### src/hw/i2c_seq_map.svh
`ifndef I2C_SEQ_MAP_SVH
`define I2C_SEQ_MAP_SVH

// ----------------------------------------------------------------
// apb register byte addresses
// ----------------------------------------------------------------
`define ADR_CTRL       8'h00
`define ADR_STAT       8'h04
`define ADR_MODE       8'h08
`define ADR_DATA       8'h0C
`define ADR_STC        8'h10
`define ADR_IST        8'h14
`define ADR_IMASK      8'h18

// ----------------------------------------------------------------
// field positions
// ----------------------------------------------------------------
`define CTRL_IEN       0
`define CTRL_TRS       1
`define CTRL_BUSY      2
`define CTRL_SCP       3
`define CTRL_FLAG      4
`define STAT_ACK       0
`define STAT_RRDY      1
`define MODE_WAIT      0
`define IRQ_EVT        0
`define IRQ_RRDY       1
`define IRQ_NACK       2
`define IRQ_W          3

// ----------------------------------------------------------------
// reset values, frame positions, timing
// ----------------------------------------------------------------
`define STC_RESET      8'h00
`define ACK_SLOT       4'h8
`define LAST_DATA_BIT  4'h7
`define PH_LOW         4'h0
`define PH_HIGH        4'h1
`define PH_REL         4'h2
`define CLK_MHZ        50
`define SCL_HALF_NS    80
`define SCL_HALF_CYC   ((`SCL_HALF_NS * `CLK_MHZ) / 1000)

`endif

### src/hw/i2c_seq_pkg.sv
`include "i2c_seq_map.svh"

package i2c_seq_pkg;

	typedef enum logic [5:0] {
		ST_IDLE  = 6'h01,
		ST_START = 6'h02,
		ST_HOLD  = 6'h04,
		ST_LOW   = 6'h08,
		ST_HIGH  = 6'h10,
		ST_STOP  = 6'h20
	} bus_state_t;

	typedef struct packed {
		bus_state_t           fsm;
		logic [3:0]           div;
		logic [3:0]           bitn;
		logic [7:0]           sh;
		logic [7:0]           data;
		logic [7:0]           stc;
		logic [`IRQ_W-1:0]    ist;
		logic [`IRQ_W-1:0]    imask;
		logic [31:0]          prdata;
		logic                 ien;
		logic                 transmit_select;
		logic                 busy;
		logic                 start_stop_qualifier;
		logic                 flag;
		logic                 rrdy;
		logic                 ack_tx;
		logic                 ack_rx;
		logic                 wait_en;
		logic                 data_pend;
		logic                 frame_rx;
		logic                 scl_low;
		logic                 sda_low;
	} seq_state_t;

	typedef struct packed {
		logic                 scl1;
		logic                 scl2;
		logic                 sda1;
		logic                 sda2;
	} sync_state_t;

endpackage

### src/hw/line_sync_if.sv
`timescale 1ns/10ps

interface line_sync_if;
	logic scl;
	logic sda;
	modport drv (output scl, output sda);
	modport mon (input scl, input sda);
endinterface

### src/hw/line_sync.sv
`timescale 1ns/10ps

module line_sync
	import i2c_seq_pkg::*;
(
	// clock and reset
	input  wire logic   clk,
	input  wire logic   rst_n,
	// raw pin levels
	input  wire logic   scl_i,
	input  wire logic   sda_i,
	// synchronised levels
	line_sync_if.drv    sync
);

	sync_state_t q;
	sync_state_t d;

	// first stage feeds only the second stage
	always_comb begin
		d.scl1 = scl_i;
		d.scl2 = q.scl1;
		d.sda1 = sda_i;
		d.sda2 = q.sda1;
	end

	// released bus idles high
	always_ff @(posedge clk or negedge rst_n) begin
		if (!rst_n) begin
			q <= '{scl1: 1'b1, scl2: 1'b1, sda1: 1'b1, sda2: 1'b1};
		end else begin
			q <= d;
		end
	end

	assign sync.scl = q.scl2;
	assign sync.sda = q.sda2;

endmodule

### src/hw/i2c_master_transfer_sequencer.sv
// Chosen here: the placing of the registers and the APB register port.
`timescale 1ns/10ps

// Summary of operation
// transmit frame captures receiver acknowledge level into ack_bit_value; 0 means acknowledged.
// receive frame drives software ack_bit_value onto SDA in the acknowledge slot.
// ack_bit_value reads captured level when transmit_select=1, written level otherwise.
// writing ack_bit_value changes only the level to send; captured level stays.
// each byte written to shift_data_reg is sent with its clock.
// addressed slave pulls SDA low on the ninth clock to acknowledge.
// transmit sets transfer_event_flag at rise of ninth clock.
// after a transmit frame SCL stays low until the next byte is written.
// software writes next byte and clears the flag back to back.
// on no acknowledge software stops and retries, otherwise continues.
// flag clear with bus_busy_bit and start_stop_qualifier zero produces stop condition.
// receive with wait sets flag at fall of eighth clock, holds SCL low.
// interrupt request when flag sets and event_irq_enable is one; here irq also needs imask bit IRQ_EVT set.
// clearing the flag in wait releases ninth clock with acknowledge driven.
// ninth-clock rise in receive sets flag and receive_ready_flag; clocking continues (here only with wait set, else SCL is held low until the flag is cleared).
// software clears, reads and clears again within one byte time.
// final byte: software sets ack 1, transmit_select 1, then clears flag.
// software ends reception by clearing wait, reading, then clearing flag.
// serial_timer_control resets to zero; reserved bit 7 never written with one.
module i2c_master_transfer_sequencer
	import i2c_seq_pkg::*;
(
	// clock and reset
	input  wire logic          clk,
	input  wire logic          rst_n,
	// apb slave
	input  wire logic          psel,
	input  wire logic          penable,
	input  wire logic          pwrite,
	input  wire logic [7:0]    paddr,
	input  wire logic [31:0]   pwdata,
	output logic      [31:0]   prdata,
	output logic               pready,
	output logic               pslverr,
	// two-wire bus pins, open drain
	input  wire logic          scl_i,
	output logic               scl_o,
	output logic               scl_oe,
	input  wire logic          sda_i,
	output logic               sda_o,
	output logic               sda_oe,
	// interrupt
	output logic               irq
);

	localparam seq_state_t SEQ_RESET = '{fsm: ST_IDLE, stc: `STC_RESET, default: '0};
	localparam logic [3:0] HALF_LAST = 4'(`SCL_HALF_CYC - 1);

	seq_state_t q;
	seq_state_t d;
	line_sync_if lines ();

	line_sync u_sync (
		.clk   (clk),
		.rst_n (rst_n),
		.scl_i (scl_i),
		.sda_i (sda_i),
		.sync  (lines.drv)
	);

	function automatic logic mapped(input logic [7:0] a);
		return a == `ADR_CTRL || a == `ADR_STAT || a == `ADR_MODE || a == `ADR_DATA ||
			a == `ADR_STC || a == `ADR_IST || a == `ADR_IMASK;
	endfunction

	// ----------------------------------------------------------------
	// next state
	// ----------------------------------------------------------------
	always_comb begin
		logic        wr_acc;
		logic        rd_ist;
		logic        half_done;
		logic        rise;
		logic        stall;
		logic        ev_flag;
		logic        ev_rrdy;
		logic        ev_nack;
		logic [31:0] rw;
		d         = q;
		wr_acc    = psel && penable && pwrite;
		rd_ist    = psel && penable && !pwrite && paddr == `ADR_IST;
		half_done = q.div == HALF_LAST;
		rise      = lines.scl && q.div == 4'h0;
		stall     = q.bitn == `ACK_SLOT && q.frame_rx && q.wait_en && q.flag;
		ev_flag   = 1'b0;
		ev_rrdy   = 1'b0;
		ev_nack   = 1'b0;
		rw        = 32'h0000_0000;

		// read word is latched in the setup phase
		unique case (paddr)
			`ADR_CTRL: begin
				rw[`CTRL_IEN]  = q.ien;
				rw[`CTRL_TRS]  = q.transmit_select;
				rw[`CTRL_BUSY] = q.busy;
				rw[`CTRL_SCP]  = q.start_stop_qualifier;
				rw[`CTRL_FLAG] = q.flag;
			end
			`ADR_STAT: begin
				rw[`STAT_ACK]  = q.transmit_select ? q.ack_rx : q.ack_tx;
				rw[`STAT_RRDY] = q.rrdy;
			end
			`ADR_MODE:  rw[`MODE_WAIT] = q.wait_en;
			`ADR_DATA:  rw[7:0] = q.data;
			`ADR_STC:   rw[7:0] = q.stc;
			`ADR_IST:   rw[`IRQ_W-1:0] = q.ist;
			`ADR_IMASK: rw[`IRQ_W-1:0] = q.imask;
			default:    rw = 32'h0000_0000;
		endcase
		if (psel && !penable) begin
			d.prdata = rw;
		end

		// ------------------------------------------------------------
		// register writes, clears lose against same-cycle sets below
		// ------------------------------------------------------------
		if (wr_acc) begin
			unique case (paddr)
				`ADR_CTRL: begin
					d.ien = pwdata[`CTRL_IEN];
					d.transmit_select = pwdata[`CTRL_TRS];
					d.start_stop_qualifier = pwdata[`CTRL_SCP];
					if (!pwdata[`CTRL_SCP]) begin
						d.busy = pwdata[`CTRL_BUSY];
					end
					if (!pwdata[`CTRL_FLAG]) begin
						d.flag = 1'b0;
					end
				end
				`ADR_STAT: begin
					d.ack_tx = pwdata[`STAT_ACK];
					if (!pwdata[`STAT_RRDY]) begin
						d.rrdy = 1'b0;
					end
				end
				`ADR_MODE:  d.wait_en = pwdata[`MODE_WAIT];
				`ADR_DATA: begin
					d.data      = pwdata[7:0];
					d.data_pend = 1'b1;
				end
				`ADR_STC:   d.stc = pwdata[7:0];
				`ADR_IMASK: d.imask = pwdata[`IRQ_W-1:0];
				default:    d.stc = q.stc;
			endcase
		end

		// ------------------------------------------------------------
		// bit engine
		// ------------------------------------------------------------
		d.div = q.div + 4'h1;
		unique case (q.fsm)
			ST_IDLE: begin
				d.div     = 4'h0;
				d.scl_low = 1'b0;
				d.sda_low = 1'b0;
				if (q.busy) begin
					d.fsm     = ST_START;
					d.sda_low = 1'b1;
				end
			end
			ST_START: begin
				if (half_done) begin
					d.fsm     = ST_HOLD;
					d.scl_low = 1'b1;
					d.div     = 4'h0;
				end
			end
			ST_HOLD: begin
				d.div     = 4'h0;
				d.scl_low = 1'b1;
				d.bitn    = 4'h0;
				if (!q.busy && !q.flag) begin
					d.fsm     = ST_STOP;
					d.bitn    = `PH_LOW;
				end else if (q.transmit_select && q.data_pend) begin
					d.fsm       = ST_LOW;
					d.sh        = q.data;
					d.data_pend = wr_acc && paddr == `ADR_DATA; // a byte written now is kept
					d.frame_rx  = 1'b0;
				end else if (!q.transmit_select && (!q.flag || q.wait_en)) begin
					d.fsm      = ST_LOW;
					d.frame_rx = 1'b1;
				end
			end
			ST_LOW: begin
				// data moves one cycle after SCL fell
				if (q.frame_rx) begin
					d.sda_low = q.bitn == `ACK_SLOT && !q.ack_tx;
				end else begin
					d.sda_low = q.bitn != `ACK_SLOT && !q.sh[7];
				end
				if (stall) begin
					d.div = 4'h0;
				end else if (half_done) begin
					d.fsm     = ST_HIGH;
					d.scl_low = 1'b0;
					d.div     = 4'h0;
				end
			end
			ST_HIGH: begin
				// slave may stretch: count only while SCL is seen high
				d.div = lines.scl ? q.div + 4'h1 : q.div;
				if (rise && q.bitn == `ACK_SLOT) begin
					d.flag  = 1'b1;
					ev_flag = 1'b1;
					if (q.frame_rx) begin
						d.rrdy  = 1'b1;
						d.data  = q.sh;
						ev_rrdy = 1'b1;
					end else begin
						d.ack_rx = lines.sda;
						ev_nack  = lines.sda;
					end
				end else if (rise) begin
					d.sh = {q.sh[6:0], lines.sda};
				end
				if (lines.scl && half_done) begin
					d.scl_low = 1'b1;
					d.div     = 4'h0;
					if (q.bitn == `ACK_SLOT) begin
						d.fsm = ST_HOLD;
					end else begin
						d.fsm  = ST_LOW;
						d.bitn = q.bitn + 4'h1;
					end
					if (q.bitn == `LAST_DATA_BIT && q.frame_rx && q.wait_en) begin
						d.flag  = 1'b1;
						ev_flag = 1'b1;
					end
				end
			end
			ST_STOP: begin
				if (q.bitn == `PH_LOW) begin
					d.sda_low = 1'b1;
					if (half_done) begin
						d.bitn    = `PH_HIGH;
						d.scl_low = 1'b0;
						d.div     = 4'h0;
					end
				end else if (q.bitn == `PH_HIGH) begin
					d.div = lines.scl ? q.div + 4'h1 : q.div;
					if (lines.scl && half_done) begin
						d.bitn    = `PH_REL;
						d.sda_low = 1'b0;
						d.div     = 4'h0;
					end
				end else if (half_done) begin
					d.fsm = ST_IDLE;
				end
			end
			default: d.fsm = ST_IDLE;
		endcase

		// ------------------------------------------------------------
		// sticky interrupt status, cleared by reading it
		// ------------------------------------------------------------
		d.ist = rd_ist ? '0 : q.ist;
		d.ist[`IRQ_EVT]  = d.ist[`IRQ_EVT] | (ev_flag & q.ien);
		d.ist[`IRQ_RRDY] = d.ist[`IRQ_RRDY] | ev_rrdy;
		d.ist[`IRQ_NACK] = d.ist[`IRQ_NACK] | ev_nack;
	end

	always_ff @(posedge clk or negedge rst_n) begin
		if (!rst_n) begin
			q <= SEQ_RESET;
		end else begin
			q <= d;
		end
	end

	// ----------------------------------------------------------------
	// outputs
	// ----------------------------------------------------------------
	assign prdata  = q.prdata;
	assign pready  = 1'b1;
	assign pslverr = psel && penable && !mapped(paddr);
	assign scl_o   = 1'b0;
	assign scl_oe  = q.scl_low;
	assign sda_o   = 1'b0;
	assign sda_oe  = q.sda_low;
	assign irq     = |(q.ist & q.imask);

	// ----------------------------------------------------------------
	// checks
	// ----------------------------------------------------------------
	logic rise_seen;
	assign rise_seen = lines.scl && q.div == 4'h0;
endmodule

### config.mk
export PLATFORM = sky130hd
export DESIGN_NAME = i2c_master_transfer_sequencer
export DESIGN_NICKNAME = d
export VERILOG_FILES = /design/src/hw/i2c_seq_pkg.sv /design/src/hw/line_sync_if.sv /design/src/hw/line_sync.sv /design/src/hw/i2c_master_transfer_sequencer.sv
export VERILOG_INCLUDE_DIRS = /design/src /design/src/hw
export SDC_FILE = /design/constraint.sdc
export NUM_CORES = 1
export LEC_CHECK = 0
export ABC_CLOCK_PERIOD_IN_PS = 5400
export BUFFER_PORTS_ARGS = -buffer_cell sky130_fd_sc_hd__buf_2
export CAP_MARGIN = 25
export CELL_PAD_IN_SITES_DETAIL_PLACEMENT = 1
export CELL_PAD_IN_SITES_GLOBAL_PLACEMENT = 1
export CORE_MARGIN = 2
export CORE_UTILIZATION = 38
export DETAILED_ROUTE_END_ITERATION = 10
export GPL_TIMING_DRIVEN = 0
export MAX_ROUTING_LAYER = met4
export PLACE_DENSITY = 0.82
export SETUP_SLACK_MARGIN = 0.4
export SYNTH_ARGS = -nofsm -noshare
export SYNTH_HDL_FRONTEND = slang
export SYNTH_SLANG_ARGS = --single-unit
### constraint.sdc
create_clock -name clk -period 5.4 [get_ports clk]
set_input_delay 1.08 -clock clk [delete_from_list [all_inputs] [get_ports clk]]
set_output_delay 1.08 -clock clk [all_outputs]
set_load 0.005 [all_outputs]
==> results of run 1 <==
-- layer usage --
metal | track usage | part of all wire | vias up
li1 | - | - | 1570
met1 | 0.250 | 0.46 | 1676
met2 | 0.313 | 0.50 | 64
met3 | 0.0338 | 0.031 | 12
met4 | 0.0522 | 0.014 | 0
met5 | - | 0 | -
-- through the flow --
stage          utilization  hold WS (ps)  power, W  instance area [µm²]  instances
2_1_floorplan            -           345  0.000665                 4250        432
3_3_place_gp         0.427           346  0.000713                 4590        605
3_5_place_dp         0.427           347  0.000719                 4590        605
4_1_cts              0.447           360   0.00118                 4810        621
5_1_grt              0.447           366   0.00122                 4810        621
6_report             0.447           358   0.00118                 4810        621
-- final cells by class --
type / count / share of cell area
multi-input combinational: 295 / 0.439
sequential: 69 / 0.361
timing repair buffer: 33 / 0.0349
inverter: 13 / 0.0102
tap: 140 / 0.0364
clock buffer: 10 / 0.0266
buffer: 55 / 0.0747
clock inverter: 6 / 0.0180
-- logic make-up (layout without fill, tap and decap cells) --
| group | after synthesis | count (layout) | share of synthesized area |
|---|---|---|---|
| mux | 37 | 37 | 0.0997 |
| buf+inv | 68 | 117 | 0.0982 |
| fa+ha+maj | 6 | 6 | 0.0178 |
| simple gates | 121 | 121 | 0.173 |
| flops | 69 | 69 | 0.417 |
| compound gates | 101 | 101 | 0.187 |
| other cells | 2 | 27 | 0.00181 |
| xor+xnor | 3 | 3 | 0.00632 |
-- flip-flops by register name (all words and copies together) (netlist names) --
register / flops
q: 55
prdata: 8
u_sync.sync.scl: 1
scl_oe: 1
u_sync.d: 2
sda_oe: 1
u_sync.sync.sda: 1
-- worst max-delay path, cell delays in order --
cell      delay (ps)
clkbuf_1         410
and2_0           200
clkbuf_1         250
nand2_1          100
a21oi_1          150
buf_2            130
-- synthesized netlist by cell type (9+ instances only) --
cell type  count
clkbuf_1      13
o22ai_1        9
nand2_1       29
nor2_1        22
buf_4         36
inv_1         13
dfrtp_1       64
o21ai_0       15
mux2i_1       14
a21oi_1       21
mux2_2        13
nand3_1        9
-- power by group through the flow --
stage                     clock, W  sequential, W  combinational (W)
after floorplan                  0       0.000550           0.000115
after global placement           0       0.000553           0.000160
after detailed placement         0       0.000555           0.000164
after CTS                 0.000473       0.000545           0.000165
after global routing      0.000493       0.000546           0.000183
final                     0.000466       0.000545           0.000167
-- final timing paths --
path / start / to / slack [ps] / cells past startpoint
worst max-delay path: paddr[3] / pslverr / 2000 / 6
worst min-delay path: u_sync.d[0] / u_sync.sync.sda / 360 / 0
worst max register to register: q[84] / q[65] / 2900 / 7
worst min register to register: u_sync.d[0] / u_sync.sync.sda / 360 / 0
max in group asynchronous: rst_n / q[68] / 3990 / 1
min in group asynchronous: rst_n / q[81] / 810 / 1
==> impl_metrics.tcl, run 1 <==
set metrics [dict create \
    overflow 0 \
    seq_power_share 0.463 \
    die_h_um 109 \
    maxSlewHeadroom 0.415 \
    combPwrFrac 0.141 \
    yosysSeqAreaShare 0.417 \
    drc_errors 0 \
    die_x_um 109 \
    synth_top_flop_cell "dfrtp_1" \
    hpwl_mm 8.06 \
    finClkSkew_ps 7.52 \
    synth_seq_cells 69 \
    report.final.setup_viol 0 \
    rows 38 \
    fin_setup_tns_ps 0 \
    coreArea_um2 10700 \
    clk_pin_slew_worst_paths_ps 70 \
    final_cell_mix "64 x dfrtp_1, 37 x buf_4, 34 x buf_2" \
    status "finished clean" \
    regArea_um2 1730 \
    nets 528 \
    async_flop_share 1.00 \
    yosys.area.top_type_share 0.385 \
    postSynthAreaPerCell_um2 10.2 \
    cp.required_ps 4320 \
    area_delta_synth_final_pct 15.7 \
    fin_crit_sh 0.630 \
    grt_pass1_vias 3382 \
    place.gp.congestion 0.914 \
    path_max_fanout 10 \
    vdd_drop_max_uv 114 \
    ctsResizeCount 0 \
    clk_path_buf_depth 2 \
    clk_latency_ps 360 \
    clkPwrFrac 0.396 \
    period_needed_ps 3400 \
    start_kind "primary input" \
    drive_gt1_frac 0.285 \
    synthCells 407 \
    antenna_found_initial 0 \
    internal_power_w 0.000861 \
    synth_edf_count 0 \
    worst-setup-path-type "primary input to output port" \
    rsz0062_at_grt "false" \
    drt_iter0_markers 192 \
    p_sw_w 0.000317 \
    diodes 0 \
    h-tree-depth 3 \
    multiInputGateArea_um2 2110 \
    sw_frac_of_total 0.269 \
    drv_slew 0 \
    maxCapViolations 0 \
    cts_buffers 9 \
    grt_usage 0.193 \
    drt-total-wl_mm 10.6 \
    via_per_inst 5.35 \
    numPortBuffers 33 \
    ys_top_cells_by_area "dfrtp_1 39%, buf_4 6.5%, mux2_2 3.5%, mux2i_1 3.4%, dfstp_2 3.2%" \
    drt_pre_antenna_iters 4 \
    power.density_nw_per_um2 245 \
    cts.sink_count 69 \
    grt_max_degree 70 \
    hold_viol_final 0 \
    crit_path_end_kind "output port" \
    setup_slack_ps 2000 \
    yosysWarnings 0 \
    final_common_cell "dfrtp_1" \
    max_freq_ghz 0.294 \
    ant_nets 0 \
    netlist_area_um2 4160 \
    initial_core_util 0.387 \
    tightest_slew_ps 878 \
    p_leak_nw 2.29 \
    cts_setup_buffers 0 \
    hp-class "register to register" \
    clockRootBuffer "clkbuf_8" \
    grt_pass1_wl_mm 17.3 \
    wire_per_inst_um 17.0 \
    fillers 1268 \
    cts_hold_buf 0 \
    io_pins 86 \
    yosysTopAreaCell "dfrtp_1" \
    cts_tree "yes" \
    place_ws_ps 1990 \
    critical_path_arrival_ps 2320 \
    vias 3322 \
    die_area_um2 11800 \
    synth.distinct_cells 73 \
]
No activity file was read; power rests on OpenSTA's default activity.
==> run 2: changes to the inputs <==
ABC_AREA = 1   (was not set)
ABC_CLOCK_PERIOD_IN_PS = 3100   (was 5400)
CORE_UTILIZATION = 37   (was 38)
PLACE_DENSITY = 0.86   (was 0.82)
clock period = 3.1 ns   (was 5.4 ns; I/O delays follow)
==> impl_metrics.tcl, run 2 <==
set metrics [dict create \
    hpwl_mm 8.93 \
    ant_nets 0 \
    vdd_drop_max_uv 257 \
    drive_gt1_frac 0.250 \
    timing.rr.start "q[75]" \
    die_area_um2 12600 \
    clk_path_buf_depth 2 \
    synth_seq_cells 69 \
    io_pins 86 \
    maxSlewHeadroom 0.409 \
    synth_top_flop_cell "dfrtp_1" \
    start_kind "primary input" \
    clk_latency_ps 340 \
    diodes 0 \
    initial_core_util 0.380 \
    p_leak_nw 2.72 \
    die_h_um 112 \
    p_sw_w 0.000825 \
    min_to "u_sync.sync.scl" \
    yosys.area.top_type_share 0.369 \
    yosysWarnings 0 \
    numPortBuffers 34 \
    synth_common_cells "155 x nand2_1, 64 x dfrtp_1, 60 x inv_1" \
    regMostFlops "q" \
    antenna_found_initial 0 \
    h-tree-depth 3 \
    grt_usage 0.203 \
    report.final.setup_viol 0 \
    min_from "u_sync.d[2]" \
    synth_edf_count 0 \
    rows 39 \
    drt-total-wl_mm 11.9 \
    seq_power_share 0.409 \
    drv_slew 0 \
    maxCapViolations 0 \
    clk_pin_slew_worst_paths_ps 50 \
    largest_reg_flops 55 \
    r2r_end "q[72]" \
    nets 676 \
    fin_crit_sh 0.727 \
    overflow 0 \
    postSynthAreaPerCell_um2 7.83 \
    power.density_nw_per_um2 514 \
    cts_tree "yes" \
    hold_viol_final 0 \
    path_max_fanout 5 \
    r2r_slack_ps 1300 \
    ctsResizeCount 0 \
    cts_hold_buf 0 \
    hold_depth 0 \
    synth.distinct_cells 38 \
    clockRootBuffer "clkbuf_16" \
    async_flop_share 1.00 \
    drc_errors 0 \
    die_x_um 112 \
    reg2reg_depth 9 \
    place.gp.congestion 0.895 \
    finClkSkew_ps 6.75 \
    grt_max_degree 70 \
    max_freq_ghz 0.444 \
    combPwrFrac 0.216 \
    sw_frac_of_total 0.316 \
    hp-class "register to register" \
    wire_per_inst_um 15.4 \
    status "finished clean" \
    cts_setup_buffers 0 \
    yosysTopAreaCell "dfrtp_1" \
    cts_buffers 9 \
    netlist_area_um2 4340 \
    drt_iter0_markers 169 \
    cp.required_ps 2480 \
    vias 3807 \
    via_per_inst 4.93 \
    clkPwrFrac 0.374 \
    fin_setup_tns_ps 0 \
    rsz0062_at_grt "false" \
    internal_power_w 0.00178 \
    grt_pass1_vias 4123 \
    area_delta_synth_final_pct 16.9 \
    worst-setup-path-type "primary input to output port" \
    cp-startpoint "paddr[5]" \
    tightest_slew_ps 886 \
    synthCells 554 \
    final_cell_mix "155 x nand2_1, 64 x dfrtp_1, 60 x inv_1" \
    critical_path_arrival_ps 1630 \
    crit_path_end_kind "output port" \
    synth_most_common_cell "nand2_1" \
    finalCoreUtilization 0.444 \
    yosysSeqAreaShare 0.400 \
    final_common_cell "nand2_1" \
    period_needed_ps 2250 \
    ys_top_cells_by_area "dfrtp_1 37%, nand2_1 13%, buf_4 6.2%, inv_1 5.2%, o21ai_0 4.2%" \
    coreArea_um2 11400 \
    drt_pre_antenna_iters 4 \
    cts.sink_count 69 \
    grt_pass1_wl_mm 20.0 \
]
[run 2: changes by cell type after synthesis, moves of 8 or more]
cell	previous run	this run
inv_1	13	60
mux2_1	8	0
o21ai_0	15	36
mux2i_1	14	6
nand3_1	9	32
nor2_1	22	42
a22o_1	8	0
clkbuf_1	13	1
o21ai_1	0	10
nand2_1	29	155
nand2_2	0	14
o211ai_2	0	8
mux2_2	13	0
[run 2: cell families (layout without fill, tap and decap cells)]
logic type,count (synthesis),count (layout),synth area share
simple gates,283,283,0.321
compound gates,79,79,0.112
mux,6,6,0.0139
xor+xnor,3,3,0.00606
other cells,2,27,0.00173
flops,69,69,0.400
buf+inv,107,157,0.131
fa+ha+maj,5,5,0.0144
[run 2: area by class of cell]
class,instances,area (µm²)
repair buffers,34,173
clock buffers,11,253
inverters,67,254
clock inverters,5,35.0
flip-flops and latches,69,1730
plain buffers,40,315
multi-input cells,403,2130
well taps,143,179
fillers,1429,6350
[run 2: through the flow]
stage               power, W  cell area (µm²)  instances  hold WS [ps]  worst slack (ps)
floorplan            0.00148             4430        579           324              1210
global placement     0.00160             4780        756           346               903
detailed placement   0.00164             4780        756           347               844
CTS                  0.00263             5070        772           355               839
global route         0.00275             5070        772           356               698
finish               0.00261             5070        772           355               846
[run 2: layer usage]
layer	share of wire	GRT usage	up-vias
li1	-	-	1858
met1	0.42	0.242	1836
met2	0.51	0.339	79
met3	0.034	0.0308	34
met4	0.030	0.0927	0
met5	0	-	-
[run 2: power by group through the flow]
stage	Clock [W]	Sequential, W	Combinational (W)
2_1_floorplan	0	0.00107	0.000411
3_3_place_gp	0	0.00107	0.000524
3_5_place_dp	0	0.00108	0.000558
4_1_cts	0.000994	0.00107	0.000568
5_1_grt	0.00103	0.00108	0.000641
6_report	0.000976	0.00107	0.000564
[run 2: critical path: stages]
cell and delay, ps:
buf_2 100, nor2_1 200, nand3_2 140, inv_1 170, nand2_4 120, o21ai_0 110
nor3_1 60, buf_2 120
[run 2: worst max-delay path by stage]
stage / to / slack (ps) / cells after the start
5_1_grt: pslverr / 700 / 8
3_3_place_gp: pslverr / 900 / 8
6_report: pslverr / 850 / 8
4_1_cts: pslverr / 840 / 8
2_1_floorplan: pslverr / 1210 / 6
3_5_place_dp: pslverr / 840 / 8
==> run 3: changes to the inputs <==
ABC_CLOCK_PERIOD_IN_PS = 2110   (was 3100)
CORE_UTILIZATION = 38   (was 37)
PLACE_DENSITY = 0.85   (was 0.86)
clock period = 2.11 ns   (was 3.1 ns; I/O delays follow)
==> impl_metrics.tcl, run 3 (synthesized netlist as in run 2, its figures left out) <==
set metrics [dict create \
    status "finished clean" \
    diodes 0 \
    coreArea_um2 11300 \
    die_area_um2 12300 \
    place.gp.congestion 0.890 \
    fin_crit_sh 0.788 \
    period_needed_ps 1660 \
    ant_nets 0 \
    setup_slack_ps 447 \
    p_leak_nw 2.82 \
    hp-class "primary input to async pin" \
    hpwl_mm 8.69 \
    die_x_um 111 \
    reg2reg_depth 9 \
    final_common_cell "nand2_1" \
    cts_tree "yes" \
    worst-setup-path-type "register to register" \
    wire_per_inst_um 16.0 \
    tightest_slew_ps 902 \
    vdd_drop_max_uv 348 \
    grt_max_degree 70 \
    numPortBuffers 34 \
    antenna_found_initial 0 \
    rsz0062_at_grt "true" \
    cts_buffers 9 \
    die_h_um 111 \
    area_delta_synth_final_pct 25.1 \
    final_cell_mix "151 x nand2_1, 61 x dfrtp_1, 54 x inv_1" \
    clk_latency_ps 330 \
    largest_reg_flops 55 \
    grt_usage 0.204 \
    fillers 1378 \
    report.final.setup_viol 0 \
    cp.required_ps 2320 \
    drv_slew 0 \
    hold_viol_final 0 \
    drt_pre_antenna_iters 4 \
    drive_gt1_frac 0.307 \
    maxCapViolations 0 \
    critical_path_arrival_ps 1870 \
    vias 3960 \
    drt_iter0_markers 182 \
    h-tree-depth 3 \
    initial_core_util 0.385 \
    drc_errors 0 \
    power.density_nw_per_um2 770 \
    finClkSkew_ps 9.81 \
    via_per_inst 5.03 \
    timing.rr.start "q[79]" \
    start_kind "register" \
    r2r_slack_ps 450 \
    overflow 0 \
    rows 39 \
    crit_path_end_kind "register" \
    clk_pin_slew_worst_paths_ps 60 \
    path_max_fanout 8 \
    drt-total-wl_mm 12.6 \
    cp-startpoint "q[79]" \
    io_pins 86 \
    grt_pass1_wl_mm 20.0 \
    nets 691 \
    regMostFlops "q" \
    grt_pass1_vias 4193 \
    fin_setup_tns_ps 0 \
    place_ws_ps 236 \
    cts_hold_buf 0 \
    maxSlewHeadroom 0.399 \
    cts.sink_count 69 \
    max_freq_ghz 0.601 \
    clockRootBuffer "clkbuf_16" \
    clk_path_buf_depth 2 \
]
-- run 3: power breakdown --
part           leakage [nW]  switching [W]  internal [W]
clock                 0.152       0.000583       0.00107
combinational          1.82       0.000582      0.000366
sequential            0.853       0.000121       0.00145
-- run 3: metal layers --
metal | vias up | wire [µm] | global-route usage | part of all wire
met5 | - | 0 | - | 0
met4 | 0 | 293 | 0.0933 | 0.023
met3 | 26 | 391 | 0.0213 | 0.031
met2 | 88 | 6580 | 0.347 | 0.52
met1 | 1964 | 5300 | 0.247 | 0.42
li1 | 1882 | - | - | -
-- run 3: through the flow --
step / utilization / instance area, µm² / cells / hold WS, ps / power [W]
floorplan: - / 4430 / 579 / 126 / 0.00217
global placement: 0.424 / 4780 / 756 / 346 / 0.00235
detailed placement: 0.424 / 4780 / 756 / 347 / 0.00241
CTS: 0.457 / 5150 / 774 / 189 / 0.00407
global route: 0.481 / 5420 / 787 / 189 / 0.00437
finish: 0.481 / 5420 / 787 / 190 / 0.00418
-- run 3: worst max-delay path, stage by stage, from the launching register on --
cell	delay (ps)
dfrtp_1	380
inv_1	100
ha_1	230
nand3_2	140
nor2_4	60
o21ai_4	140
nand3_4	170
clkbuf_16	210
nand2_2	60
o21ai_2	50
-- run 3: layout make-up --
class	count	area (µm²)	area share
Multi-Input combinational cell	403	2290	0.423
Sequential cell	69	1740	0.320
Buffer	40	320	0.0591
Timing Repair Buffer	49	310	0.0572
Inverter	67	256	0.0473
Clock buffer	11	243	0.0448
Tap cell	143	179	0.0330
Clock inverter	5	83.8	0.0155
-- run 3: path summary, 6_finish.rpt --
kind | to
worst min register to register | u_sync.sync.scl
max in group asynchronous | q[88]
worst min-delay path | q[82]
min in group clk | u_sync.d[2]
worst max-delay path | q[67]
worst max register to register | q[67]
-- run 3: timing repair --
action,CTS,global route
endpoints found under the setup margin,27,34
setup buffers,2,12
gates cloned,0,1
pin swaps,1,13
gates resized for setup,10,38
